**src/common/flash_cmd_regs.vh**
```
// Constants for the flash read-mode and command-decode block
// Contract
// - Wrong address, data or order in a command write returns to array read; a wrong first write in autoselect or query mode keeps that mode instead.
// - Command address taken at later falling strobe edge, data at earlier rising edge.
// - Array read after power-up and after embedded program or erase completes.
// - Erase suspend: reads inside suspended sector return status, others array data.
// - Power-on: asynchronous reads, burst clock and address valid ignored.
// - Burst mode follows the configuration enable bit, set and cleared.
// - Hardware reset leaves burst mode alone; only power-on reset ends it.
// - Strobes are asynchronous to burst clock; burst data moves on clock edge.
// - Host gives start address only; device counts following burst addresses.
// - Address valid low one clock loads start address into linear counter.
// - First burst word after initial delay, then one word per configured edge; burst_counter steps once per CLK_I cycle instead.
// - Reset command leaves any command mode to array read with no latency.
// - Reset command keeps secure sector enabled; only its exit command clears it.
// - Autoselect latches bank; reads to other bank return array data.
// - Autoselect returns maker code at XX00h, device ID at XX01h, XX0Eh, XX0Fh.
// - Query 4Fh returns 0001h boot sector flag.
// - Query 50h returns 0001h, program suspend supported.
// - Query 51h returns 0000h write buffer size.
// - Query 57h returns 0002h, two banks.
// - Query 58h..5Bh return 000Fh, 001Fh, 0000h, 0000h sector counts.
`ifndef FLASH_CMD_REGS_VH
`define FLASH_CMD_REGS_VH
// ---------------------------------------------------------------
// Command codes and unlock addresses
// ---------------------------------------------------------------
`define CMD_RESET          8'hf0
`define CMD_UNLOCK1        8'haa
`define CMD_UNLOCK2        8'h55
`define CMD_AUTOSEL        8'h90
`define CMD_QUERY          8'h98
`define CMD_SEC_ENTER      8'h88
`define CMD_SEC_EXIT0      8'h00
`define ADDR_UNLOCK1       12'h555
`define ADDR_UNLOCK2       12'h2aa
`define ADDR_QUERY         12'h055
// ---------------------------------------------------------------
// Autoselect offsets
// ---------------------------------------------------------------
`define AS_MAKER           8'h00
`define AS_DEV1            8'h01
`define AS_DEV2            8'h0e
`define AS_DEV3            8'h0f
// ---------------------------------------------------------------
// Query table tail
// ---------------------------------------------------------------
`define Q_BOOT_ADDR        8'h4f
`define Q_BOOT_DATA        32'h0000_0001
`define Q_PSUSP_ADDR       8'h50
`define Q_PSUSP_DATA       32'h0000_0001
`define Q_WBUF_ADDR        8'h51
`define Q_WBUF_DATA        32'h0000_0000
`define Q_BANKS_ADDR       8'h57
`define Q_BANKS_DATA       32'h0000_0002
`define Q_BANK1_ADDR       8'h58
`define Q_BANK1_DATA       32'h0000_000f
`define Q_BANK2_ADDR       8'h59
`define Q_BANK2_DATA       32'h0000_001f
`define Q_BANK3_ADDR       8'h5a
`define Q_BANK4_ADDR       8'h5b
`define Q_ZERO_DATA        32'h0000_0000
// ---------------------------------------------------------------
// Burst configuration reset values
// ---------------------------------------------------------------
`define CFG_LAT_RESET      4'h4
`define CFG_LEN8_RESET     1'b0
`endif

```
**src/hw/burst_counter.v**
```verilog
// Linear burst address counter with initial delay and wrap
`timescale 1ns/1ps
module burst_counter #(
    parameter AW = 20,
    parameter LW = 4
) (
    input  wire          clk_i,
    input  wire          rst_n_i,
    input  wire          load_i,
    input  wire [AW-1:0] addr_i,
    input  wire [LW-1:0] lat_i,
    input  wire          len8_i,
    output reg  [AW-1:0] addr_o,
    output reg           valid_o
);
    reg [LW-1:0] wait_cnt;

    always @(posedge clk_i or negedge rst_n_i)
    begin
        if (!rst_n_i)
        begin
            addr_o   <= {AW{1'b0}};
            valid_o  <= 1'b0;
            wait_cnt <= {LW{1'b0}};
        end
        else if (load_i)
        begin
            addr_o   <= addr_i;
            valid_o  <= 1'b0;
            wait_cnt <= lat_i;
        end
        else if (wait_cnt != {LW{1'b0}})
        begin
            wait_cnt <= wait_cnt - 1'b1;
            valid_o  <= (wait_cnt == {{(LW-1){1'b0}}, 1'b1});
        end
        else if (valid_o)
        begin
            // Linear wrap within 4 or 8 word block
            if (len8_i)
                addr_o <= {addr_o[AW-1:3], addr_o[2:0] + 3'h1};
            else
                addr_o <= {addr_o[AW-1:2], addr_o[1:0] + 2'h1};
        end
    end
endmodule // burst_counter

```
**src/hw/flash_cmd_ctrl.v**
```verilog
// Read-mode and command-decode logic of a two-bank burst flash
`timescale 1ns/1ps
`include "flash_cmd_regs.vh"
module flash_cmd_ctrl #(
    parameter AW         = 20,
    parameter DW         = 32,
    parameter MAKER_CODE = 32'h0000_005a, // Arbitrary value
    parameter DEV_ID1    = 32'h0000_0011, // Arbitrary value
    parameter DEV_ID2    = 32'h0000_0022, // Arbitrary value
    parameter DEV_ID3    = 32'h0000_0033, // Arbitrary value
    parameter BANK_BIT   = 19
) (
    input  wire          CLK_I,
    input  wire          RST_N_I,
    input  wire          HW_RESET_N_I,
    input  wire          CE_N_I,
    input  wire          WE_N_I,
    input  wire          OE_N_I,
    input  wire          ADDRESS_VALID_N_I,
    input  wire          BURST_CLK_I,
    input  wire [AW-1:0] ADDR_I,
    input  wire [DW-1:0] DATA_I,
    input  wire [DW-1:0] ARRAY_DATA_I,
    input  wire [DW-1:0] STATUS_DATA_I,
    input  wire          EMBED_DONE_I,
    input  wire          ERASE_SUSPEND_I,
    input  wire [AW-1:0] SUSP_SECTOR_BASE_I,
    input  wire [AW-1:0] SUSP_SECTOR_MASK_I,
    input  wire          CFG_WRITE_I,
    input  wire          CFG_BURST_EN_I,
    input  wire [3:0]    CFG_LATENCY_I,
    input  wire          CFG_LEN8_I,
    input  wire          CFG_FALL_EDGE_I,
    output reg  [DW-1:0] DATA_O,
    output reg           DATA_OE_O,
    output reg  [AW-1:0] ARRAY_ADDR_O,
    output reg           BURST_MODE_O,
    output reg           AUTOSELECT_O,
    output reg           QUERY_O,
    output reg           SECURE_SECTOR_O,
    output reg  [1:0]    CMD_STATE_O
);
    // ---------------------------------------------------------------
    // Command states
    // ---------------------------------------------------------------
    localparam ST_READ  = 3'h0;
    localparam ST_UNL1  = 3'h1;
    localparam ST_UNL2  = 3'h2;
    localparam ST_AUTO  = 3'h3;
    localparam ST_QUERY = 3'h4;
    localparam ST_SEXIT = 3'h5;

    reg  [2:0]    state;
    reg  [2:0]    next_state;
    reg           we_q;
    reg           ce_q;
    reg           strobe_on;
    reg  [AW-1:0] cmd_addr;
    reg  [DW-1:0] cmd_data;
    reg           wr_done;
    reg           bank_sel;
    reg           burst_en;
    reg  [3:0]    cfg_lat;
    reg           cfg_len8;
    reg           cfg_fall;
    reg           bclk_q;
    reg           adv_q;
    wire          wr_active;
    wire          burst_edge;
    wire          burst_load;
    wire [AW-1:0] burst_addr;
    wire          burst_valid;

    function is_unlock;
        input [AW-1:0] a;
        input [DW-1:0] d;
        input [11:0]   ea;
        input [7:0]    ed;
        begin
            is_unlock = (a[11:0] == ea) && (d[7:0] == ed);
        end
    endfunction

    function [DW-1:0] query_word;
        input [7:0] a;
        begin
            case (a)
                `Q_BOOT_ADDR:  query_word = `Q_BOOT_DATA;
                `Q_PSUSP_ADDR: query_word = `Q_PSUSP_DATA;
                `Q_WBUF_ADDR:  query_word = `Q_WBUF_DATA;
                `Q_BANKS_ADDR: query_word = `Q_BANKS_DATA;
                `Q_BANK1_ADDR: query_word = `Q_BANK1_DATA;
                `Q_BANK2_ADDR: query_word = `Q_BANK2_DATA;
                `Q_BANK3_ADDR: query_word = `Q_ZERO_DATA;
                `Q_BANK4_ADDR: query_word = `Q_ZERO_DATA;
                default:       query_word = `Q_ZERO_DATA;
            endcase
        end
    endfunction

    // ---------------------------------------------------------------
    // Write strobe latching
    // ---------------------------------------------------------------
    assign wr_active = !we_q && !ce_q;

    always @(posedge CLK_I or negedge RST_N_I)
    begin
        if (!RST_N_I)
        begin
            we_q      <= 1'b1;
            ce_q      <= 1'b1;
            strobe_on <= 1'b0;
            cmd_addr  <= {AW{1'b0}};
            cmd_data  <= {DW{1'b0}};
            wr_done   <= 1'b0;
        end
        else
        begin
            we_q    <= WE_N_I;
            ce_q    <= CE_N_I;
            wr_done <= 1'b0;
            if (wr_active && !strobe_on)
            begin
                strobe_on <= 1'b1;
            end
            else if (strobe_on && (we_q || ce_q))
            begin
                strobe_on <= 1'b0;
                wr_done   <= 1'b1;
            end
            // Address at the first cycle with both strobes low, data at the last
            if (!WE_N_I && !CE_N_I && !wr_active)
                cmd_addr <= ADDR_I;
            if (!WE_N_I && !CE_N_I)
                cmd_data <= DATA_I;
        end
    end

    // ---------------------------------------------------------------
    // Command decoder
    // ---------------------------------------------------------------
    always @*
    begin
        next_state = state;
        if (wr_done)
        begin
            case (state)
                ST_READ, ST_AUTO, ST_QUERY:
                begin
                    if (cmd_data[7:0] == `CMD_RESET)
                        next_state = ST_READ;
                    else if (is_unlock(cmd_addr, cmd_data, `ADDR_UNLOCK1, `CMD_UNLOCK1))
                        next_state = ST_UNL1;
                    else if (is_unlock(cmd_addr, cmd_data, `ADDR_QUERY, `CMD_QUERY))
                        next_state = ST_QUERY;
                    else if (state == ST_READ)
                        next_state = ST_READ;
                end
                ST_UNL1:
                begin
                    if (is_unlock(cmd_addr, cmd_data, `ADDR_UNLOCK2, `CMD_UNLOCK2))
                        next_state = ST_UNL2;
                    else
                        next_state = ST_READ;
                end
                ST_UNL2:
                begin
                    if (is_unlock(cmd_addr, cmd_data, `ADDR_UNLOCK1, `CMD_AUTOSEL))
                        next_state = ST_AUTO;
                    else if (is_unlock(cmd_addr, cmd_data, `ADDR_UNLOCK1, `CMD_SEC_ENTER))
                        next_state = ST_READ;
                    else if (is_unlock(cmd_addr, cmd_data, `ADDR_UNLOCK1, `CMD_AUTOSEL) == 1'b0
                             && cmd_data[7:0] == `CMD_AUTOSEL)
                        next_state = ST_SEXIT;
                    else
                        next_state = ST_READ;
                end
                ST_SEXIT:
                    next_state = ST_READ;
                default:
                    next_state = ST_READ;
            endcase
        end
        if (EMBED_DONE_I)
            next_state = ST_READ;
    end

    always @(posedge CLK_I or negedge RST_N_I)
    begin
        if (!RST_N_I)
        begin
            state           <= ST_READ;
            bank_sel        <= 1'b0;
            SECURE_SECTOR_O <= 1'b0;
        end
        else if (!HW_RESET_N_I)
            state <= ST_READ;
        else
        begin
            state <= next_state;
            if (wr_done && state == ST_UNL2)
            begin
                bank_sel <= cmd_addr[BANK_BIT];
                if (is_unlock(cmd_addr, cmd_data, `ADDR_UNLOCK1, `CMD_SEC_ENTER))
                    SECURE_SECTOR_O <= 1'b1;
            end
            // Only the exit sequence clears the secure sector
            if (wr_done && state == ST_SEXIT && cmd_data[7:0] == `CMD_SEC_EXIT0)
                SECURE_SECTOR_O <= 1'b0;
        end
    end

    // ---------------------------------------------------------------
    // Burst configuration and address phase
    // ---------------------------------------------------------------
    always @(posedge CLK_I or negedge RST_N_I)
    begin
        if (!RST_N_I)
        begin
            burst_en <= 1'b0;
            cfg_lat  <= `CFG_LAT_RESET;
            cfg_len8 <= `CFG_LEN8_RESET;
            cfg_fall <= 1'b0;
            bclk_q   <= 1'b0;
            adv_q    <= 1'b1;
        end
        else
        begin
            // Hardware reset pin does not touch burst settings
            if (CFG_WRITE_I)
            begin
                burst_en <= CFG_BURST_EN_I;
                cfg_lat  <= CFG_LATENCY_I;
                cfg_len8 <= CFG_LEN8_I;
                cfg_fall <= CFG_FALL_EDGE_I;
            end
            bclk_q <= BURST_CLK_I;
            if (burst_edge)
                adv_q <= ADDRESS_VALID_N_I;
        end
    end

    assign burst_edge = cfg_fall ? (bclk_q && !BURST_CLK_I) : (!bclk_q && BURST_CLK_I);
    assign burst_load = burst_en && burst_edge && !ADDRESS_VALID_N_I && !CE_N_I;

    burst_counter #(
        .AW (AW),
        .LW (4)
    ) u_burst_counter (
        .clk_i   (CLK_I),
        .rst_n_i (RST_N_I),
        .load_i  (burst_load),
        .addr_i  (ADDR_I),
        .lat_i   (cfg_lat),
        .len8_i  (cfg_len8),
        .addr_o  (burst_addr),
        .valid_o (burst_valid)
    );

    // ---------------------------------------------------------------
    // Read data path
    // ---------------------------------------------------------------
    always @(posedge CLK_I or negedge RST_N_I)
    begin
        if (!RST_N_I)
        begin
            DATA_O       <= {DW{1'b0}};
            DATA_OE_O    <= 1'b0;
            ARRAY_ADDR_O <= {AW{1'b0}};
            BURST_MODE_O <= 1'b0;
            AUTOSELECT_O <= 1'b0;
            QUERY_O      <= 1'b0;
            CMD_STATE_O  <= 2'h0;
        end
        else
        begin
            BURST_MODE_O <= burst_en;
            AUTOSELECT_O <= (state == ST_AUTO);
            QUERY_O      <= (state == ST_QUERY);
            CMD_STATE_O  <= state[1:0];
            ARRAY_ADDR_O <= burst_en ? burst_addr : ADDR_I;
            DATA_OE_O    <= !CE_N_I && !OE_N_I && WE_N_I && (!burst_en || burst_valid);
            if (state == ST_AUTO && ADDR_I[BANK_BIT] == bank_sel)
            begin
                case (ADDR_I[7:0])
                    `AS_MAKER: DATA_O <= MAKER_CODE;
                    `AS_DEV1:  DATA_O <= DEV_ID1;
                    `AS_DEV2:  DATA_O <= DEV_ID2;
                    `AS_DEV3:  DATA_O <= DEV_ID3;
                    default:   DATA_O <= {DW{1'b0}};
                endcase
            end
            else if (state == ST_QUERY)
                DATA_O <= query_word(ADDR_I[7:0]);
            else if (ERASE_SUSPEND_I &&
                     ((ADDR_I & SUSP_SECTOR_MASK_I) == SUSP_SECTOR_BASE_I))
                DATA_O <= STATUS_DATA_I;
            else
                DATA_O <= ARRAY_DATA_I;
        end
    end
endmodule // flash_cmd_ctrl

```
**config.mk**
```make
export PLATFORM = sky130hd
export DESIGN_NAME = flash_cmd_ctrl
export DESIGN_NICKNAME = d
export VERILOG_FILES = /design/src/hw/burst_counter.v /design/src/hw/flash_cmd_ctrl.v
export VERILOG_INCLUDE_DIRS = /design/src /design/src/common
export SDC_FILE = /design/constraint.sdc
export NUM_CORES = 1
export LEC_CHECK = 0
export BUFFER_PORTS_ARGS = -buffer_cell sky130_fd_sc_hd__buf_4
export CORE_MARGIN = 5
export CORE_UTILIZATION = 45
export DETAILED_ROUTE_END_ITERATION = 8
export PLACE_DENSITY = 0.74
export SYNTH_ARGS = -nofsm -noshare
export SYNTH_HDL_FRONTEND = slang
export SYNTH_SLANG_ARGS = --single-unit
```
**constraint.sdc**
```tcl
create_clock -name CLK_I -period 3.3 [get_ports CLK_I]
set_clock_uncertainty 0.05 [all_clocks]
set_input_delay 0.495 -clock CLK_I [delete_from_list [all_inputs] [get_ports CLK_I]]
set_output_delay 0.495 -clock CLK_I [all_outputs]
set_load 0.02 [all_outputs]
```
# == Yosys cells after proc, flatten, opt, wreduce, memory -nomap -nowiden ==
# Index checks and enable logic that the tools add are counted.
# op_classes
bitwise_logic,2
reduce_logical,54
eq_ne,28
n_mux,34
n_addsub,3
# op_table
operator,n
32-bit 2-to-1 mux,3
20-bit 2-to-1 mux,4
"8-bit by 7-bit == test with 1-bit output, second input constant",6
"8-bit == test, second input constant",5
3-bit 2-to-1 mux,11
7-bit one-hot mux with 4 select lines,1
1-bit logical AND,24
20-bit bitwise AND,1
20-bit == test,1
5-bit one-hot mux with 4 select lines,1
"8-bit by 4-bit == test with 1-bit output, second input constant",2
8-bit logical NOT,2
"12-bit by 10-bit == test with 1-bit output, second input constant",1
"12-bit by 11-bit == test with 1-bit output, second input constant",1
"12-bit by 7-bit == test with 1-bit output, second input constant",1
2-bit nonzero test,6
1-bit logical NOT,11
1-bit 2-to-1 mux,10
3-bit one-hot mux with 3 select lines,1
"8-bit by 1-bit == test with 1-bit output, second input constant",1
4-bit 2-to-1 mux,2
"7-bit != test, second input constant",1
"3-bit by 2-bit == test with 1-bit output, second input constant",2
"3-bit == test, second input constant",2
17 further kinds,21
# word_totals
regBits,128

# == Logic depth before layout (Yosys ltp) ==
# Gate-level depths: netlist (run 1).
# logic_depth
depth_word,11
mapped_depth,8
depth_no_buf,7

# == By module ==
# From an unflattened synthesis (run 1), not the netlist that was laid out.
# unflattened
cells_unflattened,455
hier_area_um2,5592.9
# by_module_without_submodules
mod,instances,cells_per_inst,area_each_um2
flash_cmd_ctrl,1,377,4509.3
burst_counter,1,78,1083.5

# == Least setup slack after synthesis (run 1) ==
# Ideal clock, no wire load.
# synth_timing
path_type,in2reg
start,input ADDR_I[1]
end,register DATA_O[5]
arrival_time_ns,1.805
t_required_ns,3.112
setup_slack_ns,1.308
stages,8
cell_sequence,buf_2 > a21o_1 > a211oi_1 > nor4b_2 > nand4_2 > buf_6 > mux2i_1 > o22ai_1
# synth_via
elab_chain_cells,6
elab_cells_between_ends,11
classes_between,eq/ne: 4; mux: 4; bitwise: 1; reduce/logical: 2
# synth_lines
element,line_no,rtl
start: declaration,flash_cmd_ctrl.v:21,"input wire [AW-1:0] ADDR_I,"
20-bit bitwise AND,flash_cmd_ctrl.v:296,((ADDR_I & SUSP_SECTOR_MASK_I) == SUSP_SECTOR_BASE_I))
20-bit == test,flash_cmd_ctrl.v:296,
1-bit logical AND,flash_cmd_ctrl.v:295,else if (ERASE_SUSPEND_I &&
32-bit 2-to-1 mux,flash_cmd_ctrl.v:295,
32-bit 2-to-1 mux,flash_cmd_ctrl.v:293,else if (state == ST_QUERY)
32-bit 2-to-1 mux *,flash_cmd_ctrl.v:283,if (state == ST_AUTO && ADDR_I[BANK_BIT] == bank_sel)
end signal: assignment,flash_cmd_ctrl.v:267,DATA_O <= {DW{1'b0}};
end signal: assignment,flash_cmd_ctrl.v:290,default: DATA_O <= {DW{1'b0}};
end signal: assignment,flash_cmd_ctrl.v:294,DATA_O <= query_word(ADDR_I[7:0]);
end: declaration,flash_cmd_ctrl.v:34,"output reg [DW-1:0] DATA_O,"
# Every way passes the cells marked *; elsewhere a longest branch is shown, timed or not.
# A chain may end at the register's enable or synchronous reset.

# == Worst setup path after layout (run 1) ==
# layout_timing
start,register cmd_data[0]
end,register state[0]
# layout_via
elab_chain_cells,11
elab_cells_between_ends,23
classes_between,eq/ne: 6; mux: 10; bitwise: 1; reduce/logical: 6
# layout_lines
element,line_no,rtl
start: declaration,flash_cmd_ctrl.v:59,reg [DW-1:0] cmd_data;
start signal: assignment,flash_cmd_ctrl.v:114,cmd_data <= {DW{1'b0}};
8-bit == test,flash_cmd_ctrl.v:80,is_unlock = (a[11:0] == ea) && (d[7:0] == ed);
1-bit logical AND,flash_cmd_ctrl.v:80,
1-bit inverter,flash_cmd_ctrl.v:172,"else if (is_unlock(cmd_addr, cmd_data, `ADDR_UNLOCK1, `CMD_AUTOSEL) == 1'b0"
1-bit logical AND (no line),-,
3-bit 2-to-1 mux,flash_cmd_ctrl.v:172,
3-bit 2-to-1 mux,flash_cmd_ctrl.v:170,"else if (is_unlock(cmd_addr, cmd_data, `ADDR_UNLOCK1, `CMD_SEC_ENTER))"
3-bit 2-to-1 mux,flash_cmd_ctrl.v:168,"if (is_unlock(cmd_addr, cmd_data, `ADDR_UNLOCK1, `CMD_AUTOSEL))"
3-bit one-hot mux with 3 select lines,flash_cmd_ctrl.v:147,case (state)
3-bit 2-to-1 mux,flash_cmd_ctrl.v:145,if (wr_done)
3-bit 2-to-1 mux,flash_cmd_ctrl.v:184,if (EMBED_DONE_I)
3-bit 2-to-1 mux,flash_cmd_ctrl.v:196,else if (!HW_RESET_N_I)
end signal: assignment,flash_cmd_ctrl.v:200,state <= next_state;
end: declaration,flash_cmd_ctrl.v:53,reg [2:0] state;
# Several ways; a longest one is shown, not always the timed one. The select of a mux whose other input is x is not followed.

==> results of run 1 <==
-- cells by family (layout without fill, tap and decap cells) --
group,count (synthesis),count (layout),synth area share (%)
AND/OR/NAND/NOR,134,134,13.3
multiplexers,102,102,20.1
XOR/XNOR,15,15,2.39
buffers and inverters,28,250,2.27
AO/OA/AOI/OAI,51,51,5.68
flip-flops,121,121,55.1
adder cells (fa/ha/maj),5,5,1.14
-- through the flow --
step | instances | hold WS, ps
4_1_cts | 825 | 97.7
2_1_floorplan | 456 | 149
6_report | 825 | 79.6
3_5_place_dp | 797 | 421
5_1_grt | 825 | 131
3_3_place_gp | 797 | 414
-- cells in the final DEF, fill, tap and decap left out, types with 4 or more instances in the layout --
| cell type | Yosys | layout |
|---|---|---|
| a21oi_1 | 19 | 19 |
| and3_1 | 7 | 7 |
| buf_4 | 2 | 212 |
| clkbuf_16 | 0 | 17 |
| clkbuf_8 | 0 | 5 |
| dfrtp_1 | 118 | 118 |
| ha_1 | 5 | 5 |
| inv_1 | 9 | 9 |
| mux2_2 | 65 | 65 |
| mux2i_1 | 35 | 35 |
| nand2_1 | 22 | 22 |
| nand3_1 | 8 | 8 |
| nand4_1 | 6 | 6 |
| nor2_1 | 49 | 49 |
| nor2b_1 | 4 | 4 |
| nor3_1 | 5 | 4 |
| nor3b_1 | 4 | 4 |
| nor4_1 | 6 | 6 |
| o21ai_0 | 9 | 9 |
| o22ai_1 | 4 | 4 |
| xnor2_1 | 14 | 14 |
-- worst max-delay path, stage by stage (launching register included) --
cell and delay (ps):
dfrtp_1 420, nor4b_2 350, nand4_1 220, nor4_4 310, nor2b_1 110, o2bb2ai_2 160, mux2_1 310
-- layout make-up --
class | instances | area (um^2) | share of cell area, %
timing repair buffer | 213 | 1610 | 20.8
inverter | 9 | 33.8 | 0.435
clock inverter | 3 | 40.0 | 0.516
clock buffer | 25 | 505 | 6.52
tap | 147 | 184 | 2.37
multi-input combinational | 307 | 2350 | 30.3
sequential | 121 | 3030 | 39.1
-- sequential cells by signal (all words and copies together) (netlist names), 2 cells and up --
register and cells:
u_burst_counter.addr_o 20, CMD_STATE_O 2, u_burst_counter.wait_cnt 4, cmd_addr 13, DATA_O 32, cmd_data 8
ARRAY_ADDR_O 20, cfg_lat 4, state 3
-- how the worst max path moves through the flow --
stage,from,end,slack [ps],cells past startpoint
CTS,cmd_data[0],state[1],1230,6
finish,cmd_data[0],state[0],1250,6
floorplan,ADDR_I[1],DATA_O[5],1310,8
global route,cmd_data[0],state[0],1100,6
global placement,SUSP_SECTOR_BASE_I[13],DATA_O[5],990,8
detailed placement,SUSP_SECTOR_BASE_I[13],DATA_O[0],910,8
-- per-layer routing --
| metal | vias to the layer above | share of wire [%] | track usage, % |
|---|---|---|---|
| met5 | - | 0 | 0 |
| met4 | 0 | 1.6 | 7.01 |
| met3 | 16 | 10 | 8.00 |
| met2 | 194 | 48 | 32.2 |
| met1 | 2038 | 40 | 24.5 |
| li1 | 2050 | - | - |
-- report_power, final --
| group | internal (uW) | switching (uW) | leakage, uW |
|---|---|---|---|
| clock network | 1110 | 581 | 0.000271 |
| registers | 1740 | 151 | 0.00145 |
| logic | 495 | 419 | 0.00212 |
| total | 3350 | 1150 | 0.00384 |
==> flow_metrics.py, run 1 <==
metrics = {
    "floorplan": {
        "rows": 40,
        "die_x_um": 121,
        "coreArea_um2": 12000,
        "die_h_um": 121,
        "start_util_pct": 45.8,
        "die_area_um2": 14500,
        "io-pin-count": 233,
    },
    "synth": {
        "yosysMostFrequentCell": "dfrtp_1",
        "ys_top_cells_by_area": "dfrtp_1 (54%), mux2_2 (13%), mux2i_1 (6.4%)",
        "ys_seq_area_share_pct": 55.1,
        "synth_edf_count": 0,
        "ys_async_sr_fraction_pct": 100,
        "ys_ff_latch": 121,
        "synth_ff_type": "dfrtp_1",
        "synth.avg_cell_area_um2": 12.1,
        "yosys-top-cells-count": "dfrtp_1 (118), mux2_2 (65), nor2_1 (49)",
        "ys_types": 55,
        "synth_area_leader_cell": "dfrtp_1",
        "ys_warn_count": 0,
        "syn_inst": 456,
        "synthesis.nets": 635,
        "synth_area_um2": 5500,
        "synth_top_area_share_pct": 53.7,
    },
    "clock_tree": {
        "ctsRootBufferMaster": "clkbuf_16",
        "cts_tree": "done",
        "clk_pin_slew_ps": 50,
        "cts_buffers": 17,
        "clockBufferDepth": 2,
        "insertion_delay_ps": 400,
        "cts_resized": 0,
        "cts_setup_buffers": 0,
        "h-tree-depth": 4,
        "cts.sinks": 121,
        "cts_hold_buf": 0,
    },
    "critical_path": {
        "rr_endpoint": "state[0]",
        "reg2regPathDepth": 6,
        "cp-start-kind": "flop",
        "arrival_ps": 2280,
        "critical_path_class": "flop to flop",
        "cp-end-kind": "flop",
        "crit_path_max_fanout": 4,
        "r2r-start": "cmd_data[0]",
        "r2r_slack_ps": 1250,
        "required_ps": 3530,
    },
    "hold_path": {
        "min_path_type": "input pin to async pin",
    },
    "grt": {
        "overflow": 0,
        "grt.total_usage_pct": 20.0,
        "first_global_vias": 4519,
        "grt_max_degree": 68,
        "grt_pass1_wl_um": 22600,
        "antenna_found_initial": 0,
    },
    "power": {
        "power.density_nw_per_um2": 581,
        "max-vdd-ir-drop_mv": 0.376,
        "finalPower_uw": 4500,
        "p_leak_uw": 0.00384,
    },
    "placement": {
        "place_area_um2": 7210,
        "post-place-ws_ps": 907,
        "gp_congestion": 0.827,
        "place_hpwl_um": 10600,
        "io_buffer_count": 208,
    },
    "routing": {
        "vias_per_cell": 5.21,
        "drt-initial-drc-count": 241,
        "wl_per_cell_um": 17.0,
        "vias": 4298,
        "drc": 0,
        "routed_wl_um": 14000,
        "dr.pass1.iters": 4,
        "ant_nets": 0,
    },
    "sta": {
        "setup-tns-final_ps": 0,
        "finalMaxSlewViolations": 0,
        "period_minus_slack_ps": 2050,
        "hold_viol": 0,
        "setup_viol": 0,
        "setup_slack_ps": 1250,
        "fin_crit_sh_pct": 62.2,
        "relSlewSlack_pct": 31.6,
        "worstMarginPinSlew_ps": 1020,
        "timing.fmax_mhz": 487,
        "rsz0062_at_grt": "false",
    },
    "layout": {
        "utilization_pct": 64.6,
        "fillCellCount": 937,
        "final_area_um2": 7760,
        "diodes": 0,
        "syn_to_final_growth_pct": 41.0,
        "drive_gt1_share_pct": 46.8,
        "nets": 848,
    },
    "run_status": {
        "status": "complete, no violations",
    },
    "job": {
        "drv_cap": 0,
    },
}
Note: power is estimated with default switching activity, not from simulation.
==> inputs of run 2 (changes only) <==
clock period = 2.05 ns   (was 3.3 ns; I/O delays follow)
==> run 2 against run 1 <==
Compared with the run above:
- first-iteration DRC count increased by 31%
- sequential share of layout area shrank 1.4 points
- worst setup slack worse by 1200 ps
- clock power grew 78%
- non-clock buffer count grew 23
- final cell count up 3.3%
- worst hold slack lost 1.3 ps
- clock-buffer cell count shrank 1
- critical path type unchanged
- largest cell class unchanged
- highest routed layer unchanged
==> flow_metrics.py, run 2 (synthesis results as in run 1) <==
metrics = {
    "layout": {
        "final_common_cell": "buf_4",
        "diodes": 0,
        "nets": 871,
        "reg_top3": "DATA_O x32, ARRAY_ADDR_O x20, u_burst_counter.addr_o x20",
        "utilization_pct": 66.9,
        "drive_gt1_share_pct": 48.1,
        "final_area_um2": 8040,
        "most-common-layout-cells": "buf_4 (228), dfrtp_1 (118), mux2_2 (65), nor2_1 (49), mux2i_1 (35)",
        "largest_reg_flops": 32,
        "syn_to_final_growth_pct": 46.0,
        "regMostFlops": "DATA_O",
        "fillCellCount": 910,
    },
    "hold_path": {
        "whs_path_depth": 2,
        "hold_end": "cmd_data[3]",
        "hp-start": "DATA_I[3]",
        "min_path_type": "input pin to flop",
    },
    "power": {
        "max-vdd-ir-drop_mv": 0.570,
        "p_sw_share_pct": 25.5,
        "p_sw_uw": 1930,
        "seqPwrFrac_pct": 40.2,
        "finalPower_uw": 7580,
        "internal_power_uw": 5650,
        "clockPowerShare_pct": 39.6,
        "power_frac_comb_pct": 20.2,
        "power.density_nw_per_um2": 943,
        "p_leak_uw": 0.00399,
    },
    "run_status": {
        "status": "complete, no violations",
    },
    "placement": {
        "gp_congestion": 0.825,
        "place_hpwl_um": 11100,
        "place_area_um2": 7370,
        "io_buffer_count": 208,
    },
    "grt": {
        "first_global_vias": 4759,
        "grt_pass1_wl_um": 23300,
        "antenna_found_initial": 0,
        "grt.total_usage_pct": 20.6,
        "grt_max_degree": 40,
        "overflow": 0,
    },
    "critical_path": {
        "rr_endpoint": "state[0]",
        "cp-start-kind": "flop",
        "r2r_slack_ps": 80,
        "required_ps": 2290,
        "crit_path_max_fanout": 3,
        "critical_path_class": "flop to flop",
        "r2r-start": "cmd_data[0]",
        "arrival_ps": 2220,
        "reg2regPathDepth": 5,
        "cp-end-kind": "flop",
    },
    "sta": {
        "worstMarginPinSlew_ps": 525,
        "fin_crit_sh_pct": 96.3,
        "hold_viol": 0,
        "whs_ps": 78.3,
        "timing.fmax_mhz": 506,
        "rsz0062_at_grt": "false",
        "period_minus_slack_ps": 1970,
        "relSlewSlack_pct": 65.0,
        "setup-tns-final_ps": 0,
        "finalMaxSlewViolations": 0,
        "setup_viol": 0,
    },
    "routing": {
        "routed_wl_um": 14400,
        "dr.pass1.iters": 4,
        "drt-initial-drc-count": 315,
        "wl_per_cell_um": 16.9,
        "drc": 0,
        "vias_per_cell": 5.13,
        "ant_nets": 0,
        "vias": 4374,
    },
    "clock_tree": {
        "cts.sinks": 121,
        "clk_pin_slew_ps": 50,
        "insertion_delay_ps": 410,
        "ctsRootBufferMaster": "clkbuf_16",
        "clockBufferDepth": 2,
        "cts_tree": "done",
        "cts_setup_buffers": 0,
        "cts_buffers": 17,
        "h-tree-depth": 4,
    },
    "floorplan": {
        "coreArea_um2": 12000,
        "die_area_um2": 14500,
        "io-pin-count": 233,
        "die_x_um": 121,
        "die_h_um": 121,
        "rows": 40,
        "start_util_pct": 45.8,
    },
    "job": {
        "drv_cap": 0,
    },
}
==> run 2: changes by cell type in the layout (fill, tap and decap cells not counted), moves of 2 or more <==
| cell | previous run | this run |
|---|---|---|
| buf_12 | 1 | 3 |
| bufinv_16 | 1 | 3 |
| buf_4 | 212 | 228 |
| clkinv_2 | 2 | 4 |
| dlygate4sd3_1 | 0 | 5 |
| clkbuf_8 | 5 | 3 |
==> run 2: final cells by class <==
cell class | count | area, um^2 | share of cell area [%]
flip-flops and latches | 121 | 3030 | 37.7
clock inverters | 8 | 118 | 1.46
repair buffers | 236 | 1820 | 22.7
well taps | 147 | 184 | 2.29
inverters | 9 | 33.8 | 0.420
clock buffers | 24 | 482 | 5.99
multi-input cells | 307 | 2370 | 29.4
==> run 2: per-layer routing <==
layer,up-vias,part of all wire [%],track usage [%]
li1,2100,-,-
met2,169,50,34.8
met1,2090,39,23.6
met4,0,1.2,6.30
met3,15,9.8,9.26
met5,-,0,0
==> run 2: power groups by stage <==
stage	sequential, uW	clock (uW)	combinational, uW
global placement	3060	0	1480
detailed placement	3080	0	1540
floorplan	3180	0	682
CTS	3050	3060	1550
global route	3100	3170	1690
finish	3050	3000	1530
==> run 2: stage by stage <==
step,setup slack (ps),instances
5_1_grt,4.69,852
2_1_floorplan,162,456
4_1_cts,14.4,852
6_report,75.3,852
3_3_place_gp,63.6,815
3_5_place_dp,43.3,815
==> run 2: how the worst max path moves through the flow <==
stage | end | from | slack [ps] | depth (start not counted)
5_1_grt | state[1] | cmd_data[0] | 5 | 5
6_report | state[0] | cmd_data[0] | 80 | 5
2_1_floorplan | state[0] | cmd_data[1] | 160 | 5
3_5_place_dp | state[1] | cmd_data[0] | 40 | 6
3_3_place_gp | DATA_O[5] | SUSP_SECTOR_MASK_I[1] | 60 | 8
4_1_cts | state[0] | cmd_data[0] | 10 | 6
==> run 2: repair_timing <==
action	4_1_cts	5_1_grt
gates resized for setup	0	2
endpoints found under the hold margin	39	0
hold buffers	5	0
setup endpoints to repair	0	3
==> run 2: worst max-delay path, stage by stage, from the launching register on <==
cell	delay [ps]
dfrtp_1	410
or4_4	560
o22a_1	210
nor2b_1	160
o2bb2ai_2	160
mux2_1	320
